## config.mk

```make
export PLATFORM = sky130hd
export DESIGN_NAME = sam_device_flat
export DESIGN_NICKNAME = d
export VERILOG_FILES = /design/src/core/sam_pkg.sv /design/src/core/sam_if.sv /design/src/core/sam_device.sv /design/src/flat_wrapper.sv
export SDC_FILE = /design/constraint.sdc
export NUM_CORES = 1
export LEC_CHECK = 0
export BUFFER_PORTS_ARGS = -buffer_cell sky130_fd_sc_hd__buf_2
export CORE_MARGIN = 1
export CORE_UTILIZATION = 49
export DETAILED_ROUTE_END_ITERATION = 12
export GPL_ROUTABILITY_DRIVEN = 1
export PLACE_DENSITY = 0.78
export SYNTH_ARGS = -nofsm -noshare
export SYNTH_HDL_FRONTEND = slang
export SYNTH_SLANG_ARGS = --single-unit
```

## constraint.sdc

```tcl
create_clock -name clock -period 4.6 [get_ports clock]
set_input_delay 0.46 -clock clock [delete_from_list [all_inputs] [get_ports clock]]
set_output_delay 0.46 -clock clock [all_outputs]
set_load 0.005 [all_outputs]
```

## src/core/sam_pkg.sv

```systemverilog
/*
 Shared constants and types for the serial converter link: both ends and the FIFO.
 Assumes a 250 MHz system clock on both ends and a host-made conversion clock.
*/
package sam_pkg;
   localparam int CLOCK_PERIOD_NS = 4;
   localparam int CONV_PERIOD_NS = 480;
   localparam int SCLK_PERIOD_NS = 1920;
   localparam int SAMPLE_TIME_NS = 1000;
   localparam int SAMPLE_CYCLES = (SAMPLE_TIME_NS + CLOCK_PERIOD_NS - 1) / CLOCK_PERIOD_NS;
   localparam int CONV_HALF_CYCLES = CONV_PERIOD_NS / (2 * CLOCK_PERIOD_NS);
   localparam int SCLK_HALF_CYCLES = SCLK_PERIOD_NS / (2 * CLOCK_PERIOD_NS);
   localparam int EXCHANGE_BITS = 8;
   localparam int CODE_BITS = 5;
   localparam int NUM_INPUTS = 19;
   localparam int CONV_MIN = 26;
   localparam int CONV_MAX = 32;
   localparam int CONV_CYCLES_DEF = 29;
   localparam int CS_FILTER_EDGES = 2;
   localparam int CS_STROBE_MIN = 4;
   localparam int SETUP_CONV_PERIODS = 4;
   localparam int SETUP_CYCLES = (SETUP_CONV_PERIODS + 1) * 2 * CONV_HALF_CYCLES
                                 + SCLK_HALF_CYCLES;
   localparam int CONV_WAIT_CYCLES = (CONV_MAX + CS_STROBE_MIN) * 2 * CONV_HALF_CYCLES;
   localparam int FIFO_DEPTH = 16;
   localparam logic [4:0] TEST_CODE = 5'h13;
   localparam logic [4:0] NONE_CODE_MIN = 5'h14;
   localparam logic [4:0] LOGIC_CODE_MIN = 5'h18;
   localparam logic [7:0] TEST_LEVEL = 8'h80;
   localparam logic [3:0] SYNC_RESET = 4'h1;
   localparam logic [7:0] RESULT_RESET = 8'h00;

   typedef enum logic [1:0] {
      SAM_SEL_ANALOG = 2'b00,
      SAM_SEL_TEST = 2'b01,
      SAM_SEL_NONE = 2'b11,
      SAM_SEL_LOGIC = 2'b10
   } sam_sel_t;

   typedef enum logic [1:0] {
      SAM_DEV_IDLE = 2'b00,
      SAM_DEV_XFER = 2'b01,
      SAM_DEV_CONV = 2'b11
   } sam_dev_state_t;

   typedef enum logic [2:0] {
      SAM_HOST_IDLE = 3'b000,
      SAM_HOST_SETUP = 3'b001,
      SAM_HOST_SHIFT = 3'b011,
      SAM_HOST_WAIT = 3'b010,
      SAM_HOST_PUSH = 3'b110
   } sam_host_state_t;
endpackage

```

## src/core/sam_if.sv

```systemverilog
/*
 Serial link between host and converter end.
 Assumes a pull-up holds the result line high while the converter does not drive it.
*/
`timescale 1ns/100ps
interface sam_if;
   logic cs_n;
   logic sclk;
   logic sdi;
   logic conv_clk;
   logic sdo;
   logic sdo_oe;
   logic sdo_level;

   assign sdo_level = sdo_oe ? sdo : 1'b1;

   modport dev (
      input cs_n,
      input sclk,
      input sdi,
      input conv_clk,
      output sdo,
      output sdo_oe
   );

   modport host (
      output cs_n,
      output sclk,
      output sdi,
      output conv_clk,
      input sdo_level
   );
endinterface

```

## src/core/sam_device.sv

```systemverilog
/*
 Converter end: select filter, eight-cycle exchange, sampling, approximation and decode.
 Assumes every link signal is asynchronous to clock and far slower than it.
*/
`timescale 1ns/100ps
module sam_device #(
   parameter int CONV_CYCLES = sam_pkg::CONV_CYCLES_DEF,
   parameter int SAMPLE_CYCLES = sam_pkg::SAMPLE_CYCLES
) (
   // System
   input wire logic clock,
   input wire logic rst_n,
   // Link
   sam_if.dev link,
   // Analog levels, input n in bits n*8+7 to n*8
   input wire logic [sam_pkg::NUM_INPUTS*8-1:0] analog_levels,
   // Status
   output logic [4:0] channel_code,
   output sam_pkg::sam_sel_t channel_kind,
   output logic sampling,
   output logic converting,
   output logic result_valid,
   // Logic test outputs on inputs 0 to 4
   output logic [4:0] test_out,
   output logic [4:0] test_out_oe
);

   ////////////////////////////////////////////////////////////////////////////////
   logic [3:0] sync_a;
   logic [3:0] sync_b;
   logic sclk_d;
   logic conv_d;
   logic cs_filt;
   logic cs_filt_d;
   logic [1:0] flt_cnt;
   sam_pkg::sam_dev_state_t state;
   logic [3:0] rise_cnt;
   logic [3:0] fall_cnt;
   logic [7:0] addr;
   logic [7:0] shift;
   logic [7:0] result;
   logic result_ok;
   logic [5:0] conv_cnt;
   logic [8:0] samp_cnt;
   logic [7:0] held;
   logic [7:0] approx;
   logic [7:0] mask;
   logic [7:0] trial;
   logic cs_raw;
   logic sdi_s;
   logic sclk_s;
   logic conv_s;
   logic sclk_rise;
   logic sclk_fall;
   logic conv_rise;
   logic filt_fall;
   logic filt_rise;
   logic last_fall;
   logic capture;
   logic conv_done;

   assign cs_raw = sync_b[0];
   assign sdi_s = sync_b[1];
   assign sclk_s = sync_b[2];
   assign conv_s = sync_b[3];
   assign sclk_rise = sclk_s & ~sclk_d;
   assign sclk_fall = ~sclk_s & sclk_d;
   assign conv_rise = conv_s & ~conv_d;
   assign filt_fall = cs_filt_d & ~cs_filt;
   assign filt_rise = ~cs_filt_d & cs_filt;
   assign last_fall = (state == sam_pkg::SAM_DEV_XFER) && sclk_fall
                      && (fall_cnt < rise_cnt) && (fall_cnt == 4'(sam_pkg::EXCHANGE_BITS - 1));
   assign capture = (state == sam_pkg::SAM_DEV_CONV) && (samp_cnt == 9'(SAMPLE_CYCLES - 1));
   assign conv_done = (state == sam_pkg::SAM_DEV_CONV) && conv_rise
                      && (conv_cnt == 6'(CONV_CYCLES - 1));
   assign trial = approx | mask;

   // Only the second stage is ever read.
   always_ff @(posedge clock) begin
      if (!rst_n) begin
         sync_a <= sam_pkg::SYNC_RESET;
         sync_b <= sam_pkg::SYNC_RESET;
         sclk_d <= 1'b0;
         conv_d <= 1'b0;
      end else begin
         sync_a <= {link.conv_clk, link.sclk, link.sdi, link.cs_n};
         sync_b <= sync_a;
         sclk_d <= sclk_s;
         conv_d <= conv_s;
      end
   end

   ////////////////////////////////////////////////////////////////////////////////
   // Select must survive two conversion clock rises before it counts, so a pulse
   // shorter than one period never reaches the sequencer.
   always_ff @(posedge clock) begin
      if (!rst_n) begin
         cs_filt <= 1'b1;
         cs_filt_d <= 1'b1;
         flt_cnt <= 2'h0;
      end else begin
         cs_filt_d <= cs_filt;
         if (cs_raw == cs_filt) begin
            flt_cnt <= 2'h0;
         end else if (conv_rise) begin
            if (flt_cnt == 2'(sam_pkg::CS_FILTER_EDGES - 1)) begin
               cs_filt <= cs_raw;
               flt_cnt <= 2'h0;
            end else begin
               flt_cnt <= flt_cnt + 2'h1;
            end
         end
      end
   end

   ////////////////////////////////////////////////////////////////////////////////
   always_ff @(posedge clock) begin
      if (!rst_n) begin
         state <= sam_pkg::SAM_DEV_IDLE;
      end else begin
         case (state)
            sam_pkg::SAM_DEV_IDLE: begin
               if (!cs_filt) begin
                  state <= sam_pkg::SAM_DEV_XFER;
               end
            end
            sam_pkg::SAM_DEV_XFER: begin
               if (filt_rise) begin
                  state <= sam_pkg::SAM_DEV_IDLE;
               end else if (last_fall) begin
                  state <= sam_pkg::SAM_DEV_CONV;
               end
            end
            sam_pkg::SAM_DEV_CONV: begin
               if (filt_fall || conv_done) begin
                  state <= sam_pkg::SAM_DEV_IDLE;
               end
            end
            default: begin
               state <= sam_pkg::SAM_DEV_IDLE;
            end
         endcase
      end
   end

   ////////////////////////////////////////////////////////////////////////////////
   // A fall is only counted behind a rise, so a free-running serial clock that
   // happens to be high at select cannot skew the bit count.
   always_ff @(posedge clock) begin
      if (!rst_n) begin
         rise_cnt <= 4'h0;
         fall_cnt <= 4'h0;
         addr <= 8'h00;
      end else if (state != sam_pkg::SAM_DEV_XFER) begin
         rise_cnt <= 4'h0;
         fall_cnt <= 4'h0;
      end else begin
         if (sclk_rise && rise_cnt < 4'(sam_pkg::EXCHANGE_BITS)) begin
            addr <= {addr[6:0], sdi_s};
            rise_cnt <= rise_cnt + 4'h1;
         end
         if (sclk_fall && fall_cnt < rise_cnt) begin
            fall_cnt <= fall_cnt + 4'h1;
         end
      end
   end

   always_ff @(posedge clock) begin
      if (!rst_n) begin
         shift <= sam_pkg::RESULT_RESET;
      end else if (state != sam_pkg::SAM_DEV_XFER) begin
         shift <= result_ok ? result : sam_pkg::RESULT_RESET;
      end else if (sclk_fall && fall_cnt < rise_cnt) begin
         shift <= {shift[6:0], 1'b0};
      end
   end

   // Output drives from the synchronised select, ahead of the filter.
   assign link.sdo = shift[7];
   assign link.sdo_oe = ~cs_raw;

   ////////////////////////////////////////////////////////////////////////////////
   always_ff @(posedge clock) begin
      if (!rst_n) begin
         channel_code <= 5'h00;
         channel_kind <= sam_pkg::SAM_SEL_NONE;
      end else if (state == sam_pkg::SAM_DEV_XFER && sclk_rise
                   && rise_cnt == 4'(sam_pkg::CODE_BITS - 1)) begin
         channel_code <= {addr[3:0], sdi_s};
         if ({addr[3:0], sdi_s} >= sam_pkg::LOGIC_CODE_MIN) begin
            channel_kind <= sam_pkg::SAM_SEL_LOGIC;
         end else if ({addr[3:0], sdi_s} >= sam_pkg::NONE_CODE_MIN) begin
            channel_kind <= sam_pkg::SAM_SEL_NONE;
         end else if ({addr[3:0], sdi_s} == sam_pkg::TEST_CODE) begin
            channel_kind <= sam_pkg::SAM_SEL_TEST;
         end else begin
            channel_kind <= sam_pkg::SAM_SEL_ANALOG;
         end
      end
   end

   always_ff @(posedge clock) begin
      if (!rst_n) begin
         test_out <= 5'h00;
         test_out_oe <= 5'h00;
      end else begin
         test_out <= result[4:0];
         test_out_oe <= (channel_kind == sam_pkg::SAM_SEL_LOGIC) ? 5'h1f : 5'h00;
      end
   end

   ////////////////////////////////////////////////////////////////////////////////
   // The approximation needs eight rises after the hold; with the nominal clocks
   // that leaves ample margin, but a much faster conversion clock would cut it short.
   always_ff @(posedge clock) begin
      if (!rst_n) begin
         samp_cnt <= 9'h000;
         conv_cnt <= 6'h00;
      end else if (state != sam_pkg::SAM_DEV_CONV) begin
         samp_cnt <= 9'h000;
         conv_cnt <= 6'h00;
      end else begin
         if (samp_cnt < 9'(SAMPLE_CYCLES)) begin
            samp_cnt <= samp_cnt + 9'h001;
         end
         if (conv_rise) begin
            conv_cnt <= conv_cnt + 6'h01;
         end
      end
   end

   always_ff @(posedge clock) begin
      if (!rst_n) begin
         held <= 8'h00;
         approx <= 8'h00;
         mask <= 8'h00;
      end else if (capture) begin
         if (channel_kind == sam_pkg::SAM_SEL_TEST) begin
            held <= sam_pkg::TEST_LEVEL;
         end else if (channel_kind == sam_pkg::SAM_SEL_ANALOG) begin
            held <= analog_levels[int'(channel_code)*8 +: 8];
         end else begin
            held <= 8'h00;
         end
         approx <= 8'h00;
         mask <= 8'h80;
      end else if (state == sam_pkg::SAM_DEV_CONV && conv_rise && mask != 8'h00) begin
         approx <= (trial <= held) ? trial : approx;
         mask <= {1'b0, mask[7:1]};
      end
   end

   always_ff @(posedge clock) begin
      if (!rst_n) begin
         result <= sam_pkg::RESULT_RESET;
         result_ok <= 1'b0;
      end else if (conv_done) begin
         result <= approx;
         result_ok <= 1'b1;
      end else if ((state == sam_pkg::SAM_DEV_XFER && filt_rise)
                   || (state == sam_pkg::SAM_DEV_CONV && filt_fall)) begin
         result_ok <= 1'b0;
      end
   end

   always_ff @(posedge clock) begin
      if (!rst_n) begin
         sampling <= 1'b0;
         converting <= 1'b0;
         result_valid <= 1'b0;
      end else begin
         sampling <= (state == sam_pkg::SAM_DEV_XFER && rise_cnt >= 4'(sam_pkg::CODE_BITS))
                     || (state == sam_pkg::SAM_DEV_CONV && samp_cnt < 9'(SAMPLE_CYCLES));
         converting <= (state == sam_pkg::SAM_DEV_CONV);
         result_valid <= result_ok;
      end
   end

endmodule // sam_device

```

## src/flat_wrapper.sv

```systemverilog
// flat-port wrapper written by rule: the top's interface ports become plain ports
module sam_device_flat 
#(
   parameter int CONV_CYCLES = sam_pkg::CONV_CYCLES_DEF,
   parameter int SAMPLE_CYCLES = sam_pkg::SAMPLE_CYCLES
)
  (clock, rst_n, analog_levels, channel_code, channel_kind, sampling, converting, result_valid, test_out, test_out_oe, link_cs_n, link_sclk, link_sdi, link_conv_clk, link_sdo, link_sdo_oe);
  sam_if link_i ();
  input wire logic clock;
  input wire logic rst_n;
  input wire logic [sam_pkg::NUM_INPUTS*8-1:0] analog_levels;
  output logic [4:0] channel_code;
  output sam_pkg::sam_sel_t channel_kind;
  output logic sampling;
  output logic converting;
  output logic result_valid;
  output logic [4:0] test_out;
  output logic [4:0] test_out_oe;
  input wire logic [$bits(link_i.cs_n)-1:0] link_cs_n;
  input wire logic [$bits(link_i.sclk)-1:0] link_sclk;
  input wire logic [$bits(link_i.sdi)-1:0] link_sdi;
  input wire logic [$bits(link_i.conv_clk)-1:0] link_conv_clk;
  output wire logic [$bits(link_i.sdo)-1:0] link_sdo;
  output wire logic [$bits(link_i.sdo_oe)-1:0] link_sdo_oe;
  assign link_i.cs_n = link_cs_n;
  assign link_i.sclk = link_sclk;
  assign link_i.sdi = link_sdi;
  assign link_i.conv_clk = link_conv_clk;
  assign link_sdo = link_i.sdo;
  assign link_sdo_oe = link_i.sdo_oe;
  sam_device #(.CONV_CYCLES(CONV_CYCLES), .SAMPLE_CYCLES(SAMPLE_CYCLES)) u_core (.clock(clock), .rst_n(rst_n), .link(link_i), .analog_levels(analog_levels), .channel_code(channel_code), .channel_kind(channel_kind), .sampling(sampling), .converting(converting), .result_valid(result_valid), .test_out(test_out), .test_out_oe(test_out_oe));
endmodule
```

# ---- Word level (Yosys, flattened, before mapping)
# Index checks and enable logic that the tools add are counted.
dict set report word_totals {
  ff_bits 104
  elab_cells 122
  in_bits 158
  out_inout_bits 22
}
dict set report classes {
  n_eq_ne 16
  n_addsub 5
  n_shift 1
  muxes 19
  magnitude_cmp 7
  reduce_logical 32
  bitwise 15
}
# operator n
set ops {}
lappend ops {{indexed part select 152 x 9 -> 8 bit} 1}
lappend ops {{two-way mux 8 bit} 7}
lappend ops {{logical AND 1 bit} 15}
lappend ops {{two-way mux 2 bit} 7}
lappend ops {{greater-or-equal comparator 5 bit (second input constant)} 2}
lappend ops {{adder 9 x 1 -> 9 bit (second input constant)} 1}
lappend ops {{== test 9 x 8 -> 1 bit (second input constant)} 1}
lappend ops {{< comparator 9 x 8 -> 1 bit (second input constant)} 1}
lappend ops {{NOT 1 bit} 9}
lappend ops {{adder 4 x 1 -> 4 bit (second input constant)} 2}
lappend ops {{== test 4 x 3 -> 1 bit (second input constant)} 2}
lappend ops {{less-or-equal comparator 8 bit} 1}
lappend ops {{bitwise OR 8 bit} 1}
lappend ops {{nonzero test 8 bit} 1}
lappend ops {{OR reduction 2 bit} 4}
lappend ops {{adder 6 x 1 -> 6 bit (second input constant)} 1}
lappend ops {{== test 2 x 1 -> 1 bit (second input constant)} 3}
lappend ops {{== test 6 x 5 -> 1 bit (second input constant)} 1}
lappend ops {{one-hot mux 2 bit (3 select lines)} 1}
lappend ops {{AND reduction 3 bit} 2}
lappend ops {{nonzero test 2 bit} 3}
lappend ops {{AND 1 bit} 5}
lappend ops {{== test 5 bit (second input constant)} 1}
lappend ops {{two-way mux 5 bit} 1}
lappend ops {{other kinds (13)} 22}

# ---- Depth between registers and ports, before layout
# Gate-level depths: netlist of run 1.
dict set report logic_depth {
  ltp_word 8
  ltp_mapped 8
  mapped_depth_nobuf 7
}

# ---- Worst setup path before layout of run 1
# OpenSTA, ideal clock, no wires.
dict set report synth_path {
  path_kind {register -> register}
  from {register u_core.rise_cnt[3]}
  to {register u_core.shift[5]}
  path_stages_with_launch 7
  setup_slack_ps 2835
  setup_ps 143
  period_less_slack_ps 1765
  t_arrival_ps 1623
  cell_sequence {dfxtp_1 inv_1 ha_1 or3b_2 clkbuf_1 a2111oi_0 a2111oi_0}
}
dict set report synth_via {
  elab_chain_cells 3
}
# item line_no
set synth_lines {}
lappend synth_lines {{from (decl)} sam_device.sv:37} ;# logic [3:0] rise_cnt;
lappend synth_lines {{from (signal assigned)} sam_device.sv:160} ;# rise_cnt <= rise_cnt + 4'h1;
lappend synth_lines {{< comparator 4 bit} sam_device.sv:173} ;# end else if (sclk_fall && fall_cnt < rise_cnt) begin
lappend synth_lines {{logical AND 1 bit} sam_device.sv:173}
lappend synth_lines {{nonzero test 2 bit (no source line)} -}
lappend synth_lines {{to (signal assigned)} sam_device.sv:170} ;# shift <= sam_pkg::RESULT_RESET;
lappend synth_lines {{to (signal assigned)} sam_device.sv:172} ;# shift <= result_ok ? result : sam_pkg::RESULT_RESET;
lappend synth_lines {{to (signal assigned)} sam_device.sv:174} ;# shift <= {shift[6:0], 1'b0};
lappend synth_lines {{to (decl)} sam_device.sv:40} ;# logic [7:0] shift;
# No other way between the ends.
# A chain may end at the register's enable or synchronous reset.

# ---- Final worst setup path of run 1
dict set report layout_path {
  from {register u_core.channel_code[0]}
  to {register u_core.held[1]}
}
dict set report layout_via {
  elab_chain_cells 3
}
# item line_no
set layout_lines {}
lappend layout_lines {{from (decl)} sam_device.sv:18} ;# output logic [4:0] channel_code,
lappend layout_lines {{from (signal assigned)} sam_device.sv:189} ;# channel_code <= {addr[3:0], sdi_s};
lappend layout_lines {{indexed part select 152 x 9 -> 8 bit} sam_device.sv:241} ;# held <= analog_levels[int'(channel_code)*8 +: 8];
lappend layout_lines {{two-way mux 8 bit} sam_device.sv:240} ;# end else if (channel_kind == sam_pkg::SAM_SEL_ANALOG) begin
lappend layout_lines {{two-way mux 8 bit} sam_device.sv:238} ;# if (channel_kind == sam_pkg::SAM_SEL_TEST) begin
lappend layout_lines {{to (signal assigned)} sam_device.sv:239} ;# held <= sam_pkg::TEST_LEVEL;
lappend layout_lines {{to (signal assigned)} sam_device.sv:241}
lappend layout_lines {{to (decl)} sam_device.sv:45} ;# logic [7:0] held;
# No other way between the ends.

==> results of run 1 <==
[where the power goes]
| group | switching (mW) | internal [mW] | leakage [nW] |
|---|---|---|---|
| Combinational | 0.0524 | 0.0735 | 1.73 |
| Sequential | 0.00216 | 0.869 | 0.808 |
| Clock | 0.335 | 0.403 | 0.140 |
[worst max-delay path, stage by stage, from the launching register on]
cell	delay, ns
sky130_fd_sc_hd__dfxtp_2	0.59
sky130_fd_sc_hd__buf_4	0.57
sky130_fd_sc_hd__mux4_2	0.59
sky130_fd_sc_hd__a22o_1	0.24
sky130_fd_sc_hd__a211oi_1	0.21
sky130_fd_sc_hd__o22ai_1	0.09
[state kept, by name, indices dropped and copies added (netlist names), 5 cells and up]
| register | cells |
|---|---|
| u_core.approx | 8 |
| u_core.test_out | 5 |
| u_core.shift | 8 |
| u_core.mask | 8 |
| u_core.conv_cnt | 6 |
| u_core.channel_code | 5 |
| u_core.samp_cnt | 9 |
| u_core.result | 8 |
| u_core.held | 8 |
[layout by cell type, fill, tap and decap left out, types with 2 or more instances in the layout]
cell	Yosys	final
sky130_fd_sc_hd__nor3b_1	3	3
sky130_fd_sc_hd__nand2b_1	7	7
sky130_fd_sc_hd__nor3_1	8	8
sky130_fd_sc_hd__a211oi_1	10	10
sky130_fd_sc_hd__clkbuf_8	0	2
sky130_fd_sc_hd__nand3_1	10	10
sky130_fd_sc_hd__nor2_1	48	48
sky130_fd_sc_hd__mux4_1	4	4
sky130_fd_sc_hd__o21ai_1	2	2
sky130_fd_sc_hd__dfxtp_1	100	99
sky130_fd_sc_hd__nand3b_1	3	3
sky130_fd_sc_hd__o311ai_0	4	4
sky130_fd_sc_hd__xnor2_1	7	7
sky130_fd_sc_hd__a22o_1	17	17
sky130_fd_sc_hd__o211ai_1	3	3
sky130_fd_sc_hd__a21oi_1	32	32
sky130_fd_sc_hd__xor2_1	7	7
sky130_fd_sc_hd__and2_1	19	19
sky130_fd_sc_hd__buf_2	11	179
sky130_fd_sc_hd__nand2_1	60	60
sky130_fd_sc_hd__ha_1	19	19
sky130_fd_sc_hd__a2111oi_0	7	7
sky130_fd_sc_hd__o21ai_0	19	19
sky130_fd_sc_hd__and3_1	6	6
sky130_fd_sc_hd__clkinvlp_4	0	2
sky130_fd_sc_hd__clkbuf_16	0	9
sky130_fd_sc_hd__mux2i_1	52	52
sky130_fd_sc_hd__a31oi_1	2	2
sky130_fd_sc_hd__nor3b_2	2	2
sky130_fd_sc_hd__nand4_1	8	8
sky130_fd_sc_hd__nand4b_1	3	3
sky130_fd_sc_hd__mux4_2	14	14
sky130_fd_sc_hd__inv_1	24	24
sky130_fd_sc_hd__a22oi_1	6	6
sky130_fd_sc_hd__or2_2	8	8
sky130_fd_sc_hd__o22ai_1	7	7
sky130_fd_sc_hd__or3_1	2	2
sky130_fd_sc_hd__a2111o_1	2	2
sky130_fd_sc_hd__o31ai_1	7	7
sky130_fd_sc_hd__nor2b_1	7	7
[through the flow]
| stage | instances | utilization (%) | power, mW | area [µm²] |
|---|---|---|---|---|
| after floorplan | 599 | - | 0.9376 | 5565 |
| after global placement | 880 | 58.63 | 1.014 | 6411 |
| after detailed placement | 880 | 58.63 | 1.016 | 6411 |
| after CTS | 896 | 61.34 | 1.741 | 6708 |
| after global routing | 897 | 61.36 | 1.791 | 6710 |
| final | 897 | 61.36 | 1.735 | 6710 |
[final timing paths]
check / start / to / slack (ns)
setup reg to reg: u_core.channel_code[0] / u_core.held[1] / 2.15
hold / removal: link_cs_n / u_core.sync_a[0] / 0.29
hold reg to reg: u_core.sync_a[0] / u_core.sync_b[0] / 0.41
setup / recovery: u_core.channel_code[0] / u_core.held[1] / 2.15
[routing by layer]
metal	share of wire, %	GRT usage (%)	up-vias
met3	4.5	3.797	16
met5	0	0	-
met1	41	28.67	2400
met2	53	45.98	180
li1	-	-	2477
met4	1.3	7.529	0
[kinds of logic (layout without fill, tap and decap cells)]
kind of cell / Yosys count / after routing
AND/OR/NAND/NOR: 202 / 202
AO/OA/AOI/OAI: 129 / 129
multiplexers: 71 / 71
adder cells (fa/ha/maj): 19 / 19
other: 0 / 1
XOR/XNOR: 14 / 14
flip-flops: 100 / 100
buffers and inverters: 64 / 221
[layout make-up]
| cell class | count | area [µm²] | share of cell area (%) |
|---|---|---|---|
| multi-input cells | 435 | 3236 | 48.22 |
| flip-flops and latches | 100 | 2003 | 29.85 |
| repair buffers | 180 | 903.4 | 13.46 |
| clock buffers | 11 | 252.7 | 3.767 |
| well taps | 140 | 175.2 | 2.610 |
| inverters | 25 | 93.84 | 1.398 |
| clock inverters | 5 | 43.79 | 0.6526 |
| diodes | 1 | 2.502 | 0.03729 |
==> results.md, run 1 <==
Min path:
- The worst hold path belongs to the class input pin to flip-flop.
- The number of instances on the worst hold path is 2.

STA:
- The setup clock skew after layout is 0.008626 ns.
- For this run, the top clock speed supported by timing is 408.6 MHz.
- The number of pins with negative max-slew slack in the final report was 0.
- The headroom to the max-slew limit is 31.92%.
- Across all setup checks in the final design, the least slack found is 2.153 ns.
- Counting I/O delays and the setup requirement, the final critical path takes 2.447 ns.
- Setup repair after global routing left no endpoint under its margin.
- The hold violation count in the final report is 0.
- Setup violations remaining at the end of the flow were counted as 0.
- The portion of the clock cycle consumed by the worst path in the final layout is 53.20%.
- For the pin with the worst max-slew slack, the measured transition is 1.016 ns.
- In the final timing run, aggregate negative setup slack is 0 ns.
- On the final layout, the worst hold slack is 0.2938 ns.

Global routing:
- The number of antenna violations at the first check in global routing is 1.
- The first global-routing pass estimated 22610 µm of wire.
- The number of global-route vias before repair is 4931.
- The all-layer global routing usage is 24.65%.
- Entering global routing, the biggest net connects 44 pins.
- After global routing the overflow that remains totals 0.

Logic synthesis:
- Of the total synthesized cell area, the portion taken by full adders, half adders and majority gates is 4.272%.
- Ranked by instance count, the synthesized netlist is headed by sky130_fd_sc_hd__dfxtp_1 (100), sky130_fd_sc_hd__nand2_1 (60), sky130_fd_sc_hd__mux2i_1 (52).
- sky130_fd_sc_hd__dfxtp_1 takes more of the synthesized area than any other cell.
- The post-synth net total is 776.
- The dominant register cell in the synthesized netlist is sky130_fd_sc_hd__dfxtp_1.
- The number of distinct library cells after synthesis is 62.
- The flop and latch count out of synthesis is 100.
- The synthesized-area fraction occupied by ao, oa, aoi and oai cells is 15.96%.
- Multiplexer cells account for 17.11% of the synthesized area.
- After synthesis, the mean cell area works out to 9.291 µm².
- The number of synthesis warnings is 0.
- The xor and xnor area share after synthesis is 2.203%.
- The share of the synthesized area in the top cell type is 35.97%.
- The post-synthesis simple-gate area fraction is 18.59%.
- Synthesis handed over a netlist of 599 instances.
- The number of synthesized flops with an enable pin is 0.
- The share of async-settable or async-resettable flops after synthesis is 0%.
- The cell with the most instances after synthesis is sky130_fd_sc_hd__dfxtp_1.
- The sequential area share after synthesis is 35.97%.
- Sorting the synthesized cells by area gives the leading types as sky130_fd_sc_hd__dfxtp_1 (36%), sky130_fd_sc_hd__mux2i_1 (9.4%), sky130_fd_sc_hd__mux4_2 (5.7%), sky130_fd_sc_hd__ha_1 (4.3%), sky130_fd_sc_hd__nand2_1 (4.0%).
- The area of the mapped netlist is 5565 µm².
- The main combinational cell family by area after synthesis is simple AND/OR/NAND/NOR gates.

Clocking:
- The TritonCTS buffer count is 9.
- The clock transition at the register clock pins on the worst setup and hold paths after CTS is 0.07 ns.
- The clock reaches the later pin of the worst-skew pair after 0.34 ns.
- Counting along the longest clock path gives a buffer depth of 2.
- The number of gates resized after CTS was 0.
- In this run the clock root is driven by a sky130_fd_sc_hd__clkbuf_16.
- The number of H-tree levels is 3.
- Once the clock tree was built, the setup fixing pass inserted 0 buffers.
- The clock tree from TritonCTS is done.
- The number of clock sinks is 100.
- The total of hold buffers inserted after clock tree synthesis is 0.

Worst setup path:
- The element type at the critical path start is a flip-flop.
- The critical path is of the flip-flop to flip-flop type.
- The arrival time reported for the critical path endpoint is 2.66 ns.
- The required time of the critical path is 4.81 ns.
- The largest fanout on the critical path is 43.
- The worst reg2reg path depth is 5.
- STA classifies the critical path endpoint as a flip-flop.

Die:
- The core box area is 10940 µm².
- During I/O placement, the number of pins put on the boundary was 180.
- The initial core utilization is 50.89%.
- The x dimension of the die is 108.6 µm.
- The number of standard-cell rows in the floorplan is 38.
- The y dimension of the die is 108.6 µm.
- The die covers 11790 µm².

Placement:
- The weighted congestion at the end of routability-driven global placement is 0.8840.
- The count of input and output buffers is 179.
- The wire-length estimate of the detail-placed layout is 11410 µm.
- The worst-case setup slack after placement is 1.999 ns.

Drt:
- In the final routed layout, each cell accounts on average for 16.10 µm.
- The via density per instance is 5.656.
- The post-route antenna net violation count is 0.
- The first detailed-routing pass took 5 iterations.
- The number of design rule violations left after detail routing is 0.
- The number of vias in the routed layout is 5073.
- The first-iteration detailed-routing DRC count is 311.
- For this block, the routed nets add up to 14440 µm of wire.

Cells and area:
- The number of fillers in the final layout is 933.
- The number of nets in the final layout is 928.
- The proportion of layout cells with a drive suffix above 1 is 30.69%.
- The growth of design area from synthesis to finish is 20.57%.

Run:
- The total of max-cap violations is 0.

Pwr:
- The static power due to leakage is 2.675 nW.
- Power spread over the standard cell area amounts to 258.5 nW/µm².
- Across the VDD grid, the largest voltage drop is 0.3037 mV.

Run status:
- The flow ran to the end, and the final reports show no timing, DRC or antenna violations.
(Power assumes the default switching activity.)
==> run 2, diff against run 1 <==
Clock period 4.6 ns to 2.48 ns, I/O delays scaled along.
==> results.md, run 2 (same netlist as run 1, synthesis figures left out) <==
Worst setup path:
- STA classifies the critical path startpoint as a flip-flop.
- The worst reg2reg path depth is 7 (+2).
- The worst reg-to-reg setup slack was 0.51 ns (-1.64 ns).
- The largest incremental delay on the critical path was 0.33 ns (-0.26 ns).
- The kind of cell adding the most delay to the critical path is compound AO/OA/AOI/OAI gates.
- The critical path buffer and inverter count is 0 (-1).
- The library cell contributing the largest single delay on the critical path is sky130_fd_sc_hd__dfxtp_1.
- The required time of the critical path is 2.73 ns (-2.08 ns).
- The critical path ends at u_core.approx[6].
- The arrival time reported for the critical path endpoint came to 2.22 ns (-0.44 ns).
- The worst setup path is captured at a flip-flop.
- The largest fanout on the critical path was 8 (-81%).
- The worst register-to-register path begins at u_core.approx[1].
- The signal on the critical path passes through or2_2, ha_1, nor2b_1, o211ai_1, a21oi_1, o22a_1, o31ai_1.
- The instance count on the critical path was 7 (+2).
- Tracing the worst setup path back leads to its startpoint at u_core.approx[1].
- The worst setup path category is flip-flop to flip-flop.
- The critical register-to-register path endpoint is u_core.approx[6].

Cells and area:
- Counting flops per register, the top entry is u_core.samp_cnt.
- The proportion of layout cells with a drive suffix above 1 was 31.46% (+0.77 points).
- The utilization after layout was 62.17% (+0.81 points).
- The final design area excluding fillers is 6799 µm² (+1.3%).
- The library cells used most frequently in the layout, excluding fill and tap cells, are sky130_fd_sc_hd__buf_2 (179), sky130_fd_sc_hd__dfxtp_1 (99), sky130_fd_sc_hd__nand2_1 (60), sky130_fd_sc_hd__mux2i_1 (52), sky130_fd_sc_hd__nor2_1 (48).
- The number of fillers in the final layout was 906 (-2.9%).
- The number of flip-flops in the largest register is 9 (unchanged).
- The count of non-filler cells in the finished layout is 906 (+1.0%).
- The number of antenna diodes is 0 (-1).
- The most common library cell in the layout ignoring fill and taps is sky130_fd_sc_hd__buf_2.
- Relative to the synthesized area, the layout overhead comes to 22.17%.
- The number of nets in the final layout is 938 (+1.1%).
- The storage element area came to 2003 µm² (unchanged).
- The multi-input logic area was 3236 µm² (unchanged).

Global routing:
- The number of antenna violations at the first check in global routing was 0 (-1).
- The maximum number of pins on one net before global-route repair is 58 (+32%).
- The number of global-route vias before repair is 4961 (+0.61%).
- The all-layer global routing usage is 25.54% (+0.89 points).
- The aggregate global routing overflow is 0 (unchanged).
- The wire length of the first global-routing pass is 23330 µm (+3.2%).

Min path:
- The tightest min-delay check is of the input pin to flip-flop type.

Clocking:
- The library cell used as clock root buffer is sky130_fd_sc_hd__clkbuf_16.
- The number of buffers inserted to repair setup after CTS is 0 (unchanged).
- The clock latency on the worst-skew pair is 0.35 ns (about the same).
- The TritonCTS buffer count is 9 (unchanged).
- The number of H-tree levels came to 3 (unchanged).
- The number of clock sinks was 100 (unchanged).
- The total of hold buffers inserted after clock tree synthesis is 0 (unchanged).
- The clock tree from TritonCTS is done.
- The clock transition at the register clock pins on the worst setup and hold paths after CTS is 0.07 ns (about the same).
- The total of cells resized after clock tree synthesis is 0 (unchanged).
- The maximum clock path buffer count is 2 (unchanged).

Placement:
- The instance area at placement is 6499 µm² (+1.4%).
- The cell total after placement is 890 (+1.1%).
- The detailed-placement wirelength estimate came to 11790 µm (+3.3%).
- The count of input and output buffers is 179 (unchanged).
- The weighted congestion at the end of routability-driven global placement came to 0.8371 (-5.3%).

STA:
- The final-layout setup total negative slack came to 0 ns (unchanged).
- The total setup violations reported at the end of the flow is 0 (unchanged).
- The top achievable clock speed is 507.2 MHz (+24%).
- The worst-margin pin slew is 0.6633 ns (-0.3524 ns).
- The number of pins with negative max-slew slack in the final report came to 0 (unchanged).
- The headroom to the max-slew limit is 55.62% (+24 points).
- The setup clock skew after layout is 0.01127 ns (+0.002645 ns).
- The portion of the clock cycle consumed by the worst path in the final layout is 79.50% (+26 points).
- The post-route worst hold slack was 0.08034 ns (-0.2134 ns).
- The final period demand of the worst path was 1.972 ns (-0.4756 ns).
- The hold violation count in the final report is 0 (unchanged).
- Setup repair after global routing left no endpoint under its margin.

Die:
- The y dimension of the die is 108.6 µm (unchanged).
- The die outline area was 11790 µm² (unchanged).
- The number of placed I/O pins is 180 (unchanged).
- The number of standard-cell rows in the floorplan is 38 (unchanged).
- The initial core utilization came to 50.89% (unchanged).
- The core box area is 10940 µm² (unchanged).
- The x dimension of the die came to 108.6 µm (unchanged).

Drt:
- The number of design rule violations left after detail routing was 0 (unchanged).
- The post-route antenna net violation count was 0 (unchanged).
- The number of vias in the routed layout is 5095 (+0.43%).
- The detailed-route wire length was 14810 µm (+2.5%).
- The via density per instance is 5.624 (-0.56%).
- The wire length per cell after detailed routing was 16.34 µm (+1.5%).
- The first-iteration detailed-routing DRC count is 344 (+11%).
- The number of search-and-repair iterations in the first detailed-routing pass is 5 (unchanged).

Run:
- The total of max-cap violations is 0 (unchanged).

Pwr:
- The part of the power in registers is 49.4% (-0.8 points).
- The total power density per cell area is 481.4 nW/µm² (+86%).
- The fraction of power spent switching nets is 21.61% (-0.82 points).
- The static power due to leakage is 2.738 nW (+2.4%).
- The share of total power in combinational logic was 7.3% (about the same).
- The cell internal power dissipation is 2.566 mW (+91%).
- The net switching component of the power is 707.2 µW (+82%).
- The part of the total power dissipated in the clock network is 43.3% (+0.8 points).
- The peak supply drop is 0.4266 mV (+40%).

Run status:
- The run finished with clean final reports.
-- run 2: cell types whose count changed in the layout (fill, tap and decap cells not counted), sizes merged --
cell      delta
clkinv       +1
clkinvlp     -2
diode        -1
bufinv       +1
buf         +10
-- run 2: layer usage --
| metal | vias to the layer above | track usage, % | part of all wire (%) |
|---|---|---|---|
| met3 | 25 | 4.400 | 5.2 |
| met5 | - | 0 | 0 |
| met1 | 2387 | 30.45 | 40 |
| met2 | 201 | 46.20 | 52 |
| li1 | 2482 | - | - |
| met4 | 0 | 8.301 | 2.2 |
-- run 2: cell type report --
| cell class | count | area share [%] |
|---|---|---|
| flip-flops and latches | 100 | 29.46 |
| repair buffers | 190 | 14.57 |
| clock inverters | 5 | 0.8465 |
| multi-input cells | 435 | 47.59 |
| inverters | 25 | 1.380 |
| clock buffers | 11 | 3.570 |
| well taps | 140 | 2.576 |
-- run 2: per-stage QoR --
step / power (mW) / worst slack [ns]
CTS: 3.296 / 0.5088
global route: 3.373 / 0.3276
detailed placement: 1.890 / 0.5203
finish: 3.273 / 0.5083
floorplan: 1.739 / 0.7146
global placement: 1.887 / 0.5891
-- run 2: how the worst min path moves through the flow --
stage,start,to,slack (ns),cells after the start
CTS,link_cs_n,u_core.sync_a[0],0.07,2
floorplan,link_cs_n,u_core.sync_a[0],0.35,1
global route,link_cs_n,u_core.sync_a[0],0.08,2
global placement,u_core.sync_a[0],u_core.sync_b[0],0.39,1
finish,link_cs_n,u_core.sync_a[0],0.08,2
detailed placement,u_core.sync_a[0],u_core.sync_b[0],0.40,1
-- run 2: power groups by stage --
stage	clock network (mW)	logic [mW]	registers, mW
floorplan	0	0.0875	1.65
global placement	0	0.235	1.65
detailed placement	0	0.238	1.65
CTS	1.44	0.238	1.62
global route	1.50	0.257	1.62
finish	1.42	0.240	1.62
==> run 3, diff against run 2 <==
Clock period 2.48 ns to 1.9 ns, I/O delays scaled along.
==> results.md, run 3 (same netlist as run 1, synthesis figures left out) <==
Run status:
- The flow ran to the end, but the final reports show violations.
- The checks that failed: negative setup slack.

Die:
- The x dimension of the die is 108.6 µm (unchanged).
- The die outline area is 11790 µm² (unchanged).
- The number of standard-cell rows in the floorplan is 38 (unchanged).
- The initial core utilization is 50.89% (unchanged).
- The core box area was 10940 µm² (unchanged).
- The y dimension of the die is 108.6 µm (unchanged).
- The number of placed I/O pins was 180 (unchanged).

STA:
- The setup clock skew after layout is 0.009571 ns (-0.001701 ns).
- The hold violation count in the final report was 0 (unchanged).
- The top achievable clock speed came to 502.2 MHz (-0.99%).
- The portion of the clock cycle consumed by the worst path in the final layout was 104.8% (+25 points).
- The worst setup margin is -0.09139 ns (-0.5997 ns).
- The final period demand of the worst path is 1.991 ns (+0.01973 ns).
- The headroom to the max-slew limit is 57.66% (+2.0 points).
- The worst-margin pin slew is 0.6334 ns (-0.02986 ns).
- The number of pins with negative max-slew slack in the final report is 0 (unchanged).
- The total setup violations reported at the end of the flow is 1 (+1).

Worst setup path:
- The required time of the critical path is 2.10 ns (-0.63 ns).
- The largest fanout on the critical path is 10 (+2).
- The arrival time reported for the critical path endpoint is 2.19 ns (-0.03 ns).
- The largest incremental delay on the critical path was 0.66 ns (+0.33 ns).
- The library cell contributing the largest single delay on the critical path is sky130_fd_sc_hd__a2111oi_1.
- The critical path goes through inv_1, ha_1, a21oi_4, o21bai_4, a2111oi_1, a2111oi_2.
- The worst setup path is captured at a flip-flop.
- The worst setup path category is flip-flop to flip-flop.
- The kind of cell adding the most delay to the critical path is compound AO/OA/AOI/OAI gates.
- The element type at the critical path start is a flip-flop.
- The critical path buffer and inverter count was 1 (+1).

Cells and area:
- The library cell used most frequently in the layout, excluding fill and tap cells, is sky130_fd_sc_hd__buf_2.
- The top cell types in the final layout, fill and taps aside, are sky130_fd_sc_hd__buf_2 (179), sky130_fd_sc_hd__dfxtp_1 (98), sky130_fd_sc_hd__nand2_1 (60), sky130_fd_sc_hd__mux2i_1 (51), sky130_fd_sc_hd__nor2_1 (48).
- The number of flip-flops in the largest register came to 9 (unchanged).
- The proportion of layout cells with a drive suffix above 1 is 34.78% (+3.3 points).
- The utilization after layout came to 64.77% (+2.6 points).
- The final design area excluding fillers is 7083 µm² (+4.2%).
- The count of non-filler cells in the finished layout was 923 (+1.9%).
- The number of nets in the final layout is 955 (+1.8%).
- The growth of design area from synthesis to finish is 27.27%.
- Ranked by flip-flop count, first place goes to u_core.samp_cnt.

Drt:
- The post-route met1 wirelength came to 6252 µm (+4.7%).
- The met3 routed wirelength is 768 µm (-0.90%).
- The length of routed met2 wiring is 7914 µm (+2.4%).
- The number of search-and-repair iterations in the first detailed-routing pass is 5 (unchanged).
- The number of design rule violations left after detail routing is 0 (unchanged).
- The detailed router used layers up to and including met4.
- The post-route antenna net violation count is 0 (unchanged).
- The first-iteration detailed-routing DRC count is 384 (+12%).
- The detailed-route wire length was 15410 µm (+4.1%).
- The via density per instance came to 5.659 (+0.62%).
- The wire length per cell after detailed routing is 16.70 µm (+2.2%).
- The number of vias in the routed layout was 5223 (+2.5%).

Global routing:
- The aggregate global routing overflow is 0 (unchanged).
- The number of antenna violations at the first check in global routing came to 1 (+1).
- The all-layer global routing usage is 26.24% (+0.70 points).
- The maximum number of pins on one net before global-route repair came to 29 (-50%).
- The wire length of the first global-routing pass came to 23770 µm (+1.9%).
- The number of global-route vias before repair came to 5049 (+1.8%).

Clocking:
- The clock tree from TritonCTS is done.
- The clock latency on the worst-skew pair is 0.34 ns (about the same).
- The number of clock sinks is 100 (unchanged).
- The maximum clock path buffer count is 2 (unchanged).
- The TritonCTS buffer count is 9 (unchanged).
- The clock transition at the register clock pins on the worst setup and hold paths after CTS is 0.07 ns (about the same).
- The total of hold buffers inserted after clock tree synthesis is 0 (unchanged).
- CTS placed an instance of sky130_fd_sc_hd__clkbuf_16 at the clock tree root.
- The number of buffers inserted to repair setup after CTS was 0 (unchanged).
- The number of H-tree levels is 3 (unchanged).

Pwr:
- The static power due to leakage was 2.851 nW (+4.1%).
- The peak supply drop is 0.6569 mV (+54%).
- The part of the total power dissipated in the clock network is 41.8% (-1.5 points).
- The cell internal power dissipation came to 3.283 mW (+28%).
- The total power density per cell area is 590.7 nW/µm² (+23%).
- The part of the power in registers was 50.4% (+1.0 points).
- The share of total power in combinational logic was 7.8% (+0.5 points).
- The fraction of power spent switching nets came to 21.54% (-0.066 points).
- The net switching component of the power is 901.2 µW (+27%).

Run:
- The total of max-cap violations came to 0 (unchanged).

Placement:
- The cell total after placement is 907 (+1.9%).
- The weighted congestion at the end of routability-driven global placement is 0.8518 (+1.8%).
- The instance area at placement is 6676 µm² (+2.7%).
- The detailed-placement wirelength estimate is 11920 µm (+1.1%).
- The count of input and output buffers was 179 (unchanged).

Min path:
- The tightest min-delay check is of the input pin to flip-flop type.
-- run 3: worst paths after layout --
kind | from | end | slack [ns] | cells past startpoint
worst max-delay path | u_core.rise_cnt[1] | u_core.shift[7] | -0.09 | 6
worst min-delay path | link_cs_n | u_core.sync_a[0] | 0.03 | 2
worst max register to register | u_core.rise_cnt[1] | u_core.shift[7] | -0.09 | 6
worst min register to register | u_core.sync_a[0] | u_core.sync_b[0] | 0.42 | 1
-- run 3: area by class of cell --
class	count	area, µm²
antenna	1	2.502
clock buffer	12	266.5
clock inverter	3	21.27
fill	866	3852
inverter	25	93.84
multi-input combinational	435	3343
sequential	100	2004
tap	140	175.2
timing repair buffer	207	1176
-- run 3: layer usage --
metal / global-route usage, % / up-vias
met1: 30.63 / 2459
met5: 0 / -
li1: - / 2534
met4: 11.68 / 0
met3: 4.280 / 31
met2: 46.93 / 199
-- run 3: power groups by stage --
stage / Sequential, mW / Clock (mW) / Combinational (mW)
after detailed placement: 2.16 / 0 / 0.320
after global placement: 2.16 / 0 / 0.312
after floorplan: 2.16 / 0 / 0.114
after global routing: 2.11 / 1.85 / 0.350
after CTS: 2.11 / 1.77 / 0.322
final: 2.11 / 1.75 / 0.326
-- run 3: what timing repair did --
item,in CTS,in global routing
endpoints found under the setup margin,11,16
gates cloned,0,0
pin swaps,0,9
resized for setup,9,18
-- run 3: per-stage QoR --
| step | setup TNS [ns] | hold WS, ns | worst slack, ns | power, mW |
|---|---|---|---|---|
| after global routing | -0.1639 | 0.04802 | -0.1332 | 4.306 |
| after CTS | 0 | 0.02312 | 0.007291 | 4.197 |
| after global placement | 0 | 0.3724 | 0.04142 | 2.469 |
| final | -0.09139 | 0.02664 | -0.09139 | 4.184 |
| after detailed placement | -0.05521 | 0.3794 | -0.03334 | 2.477 |
| after floorplan | 0 | 0.2915 | 0.1346 | 2.270 |
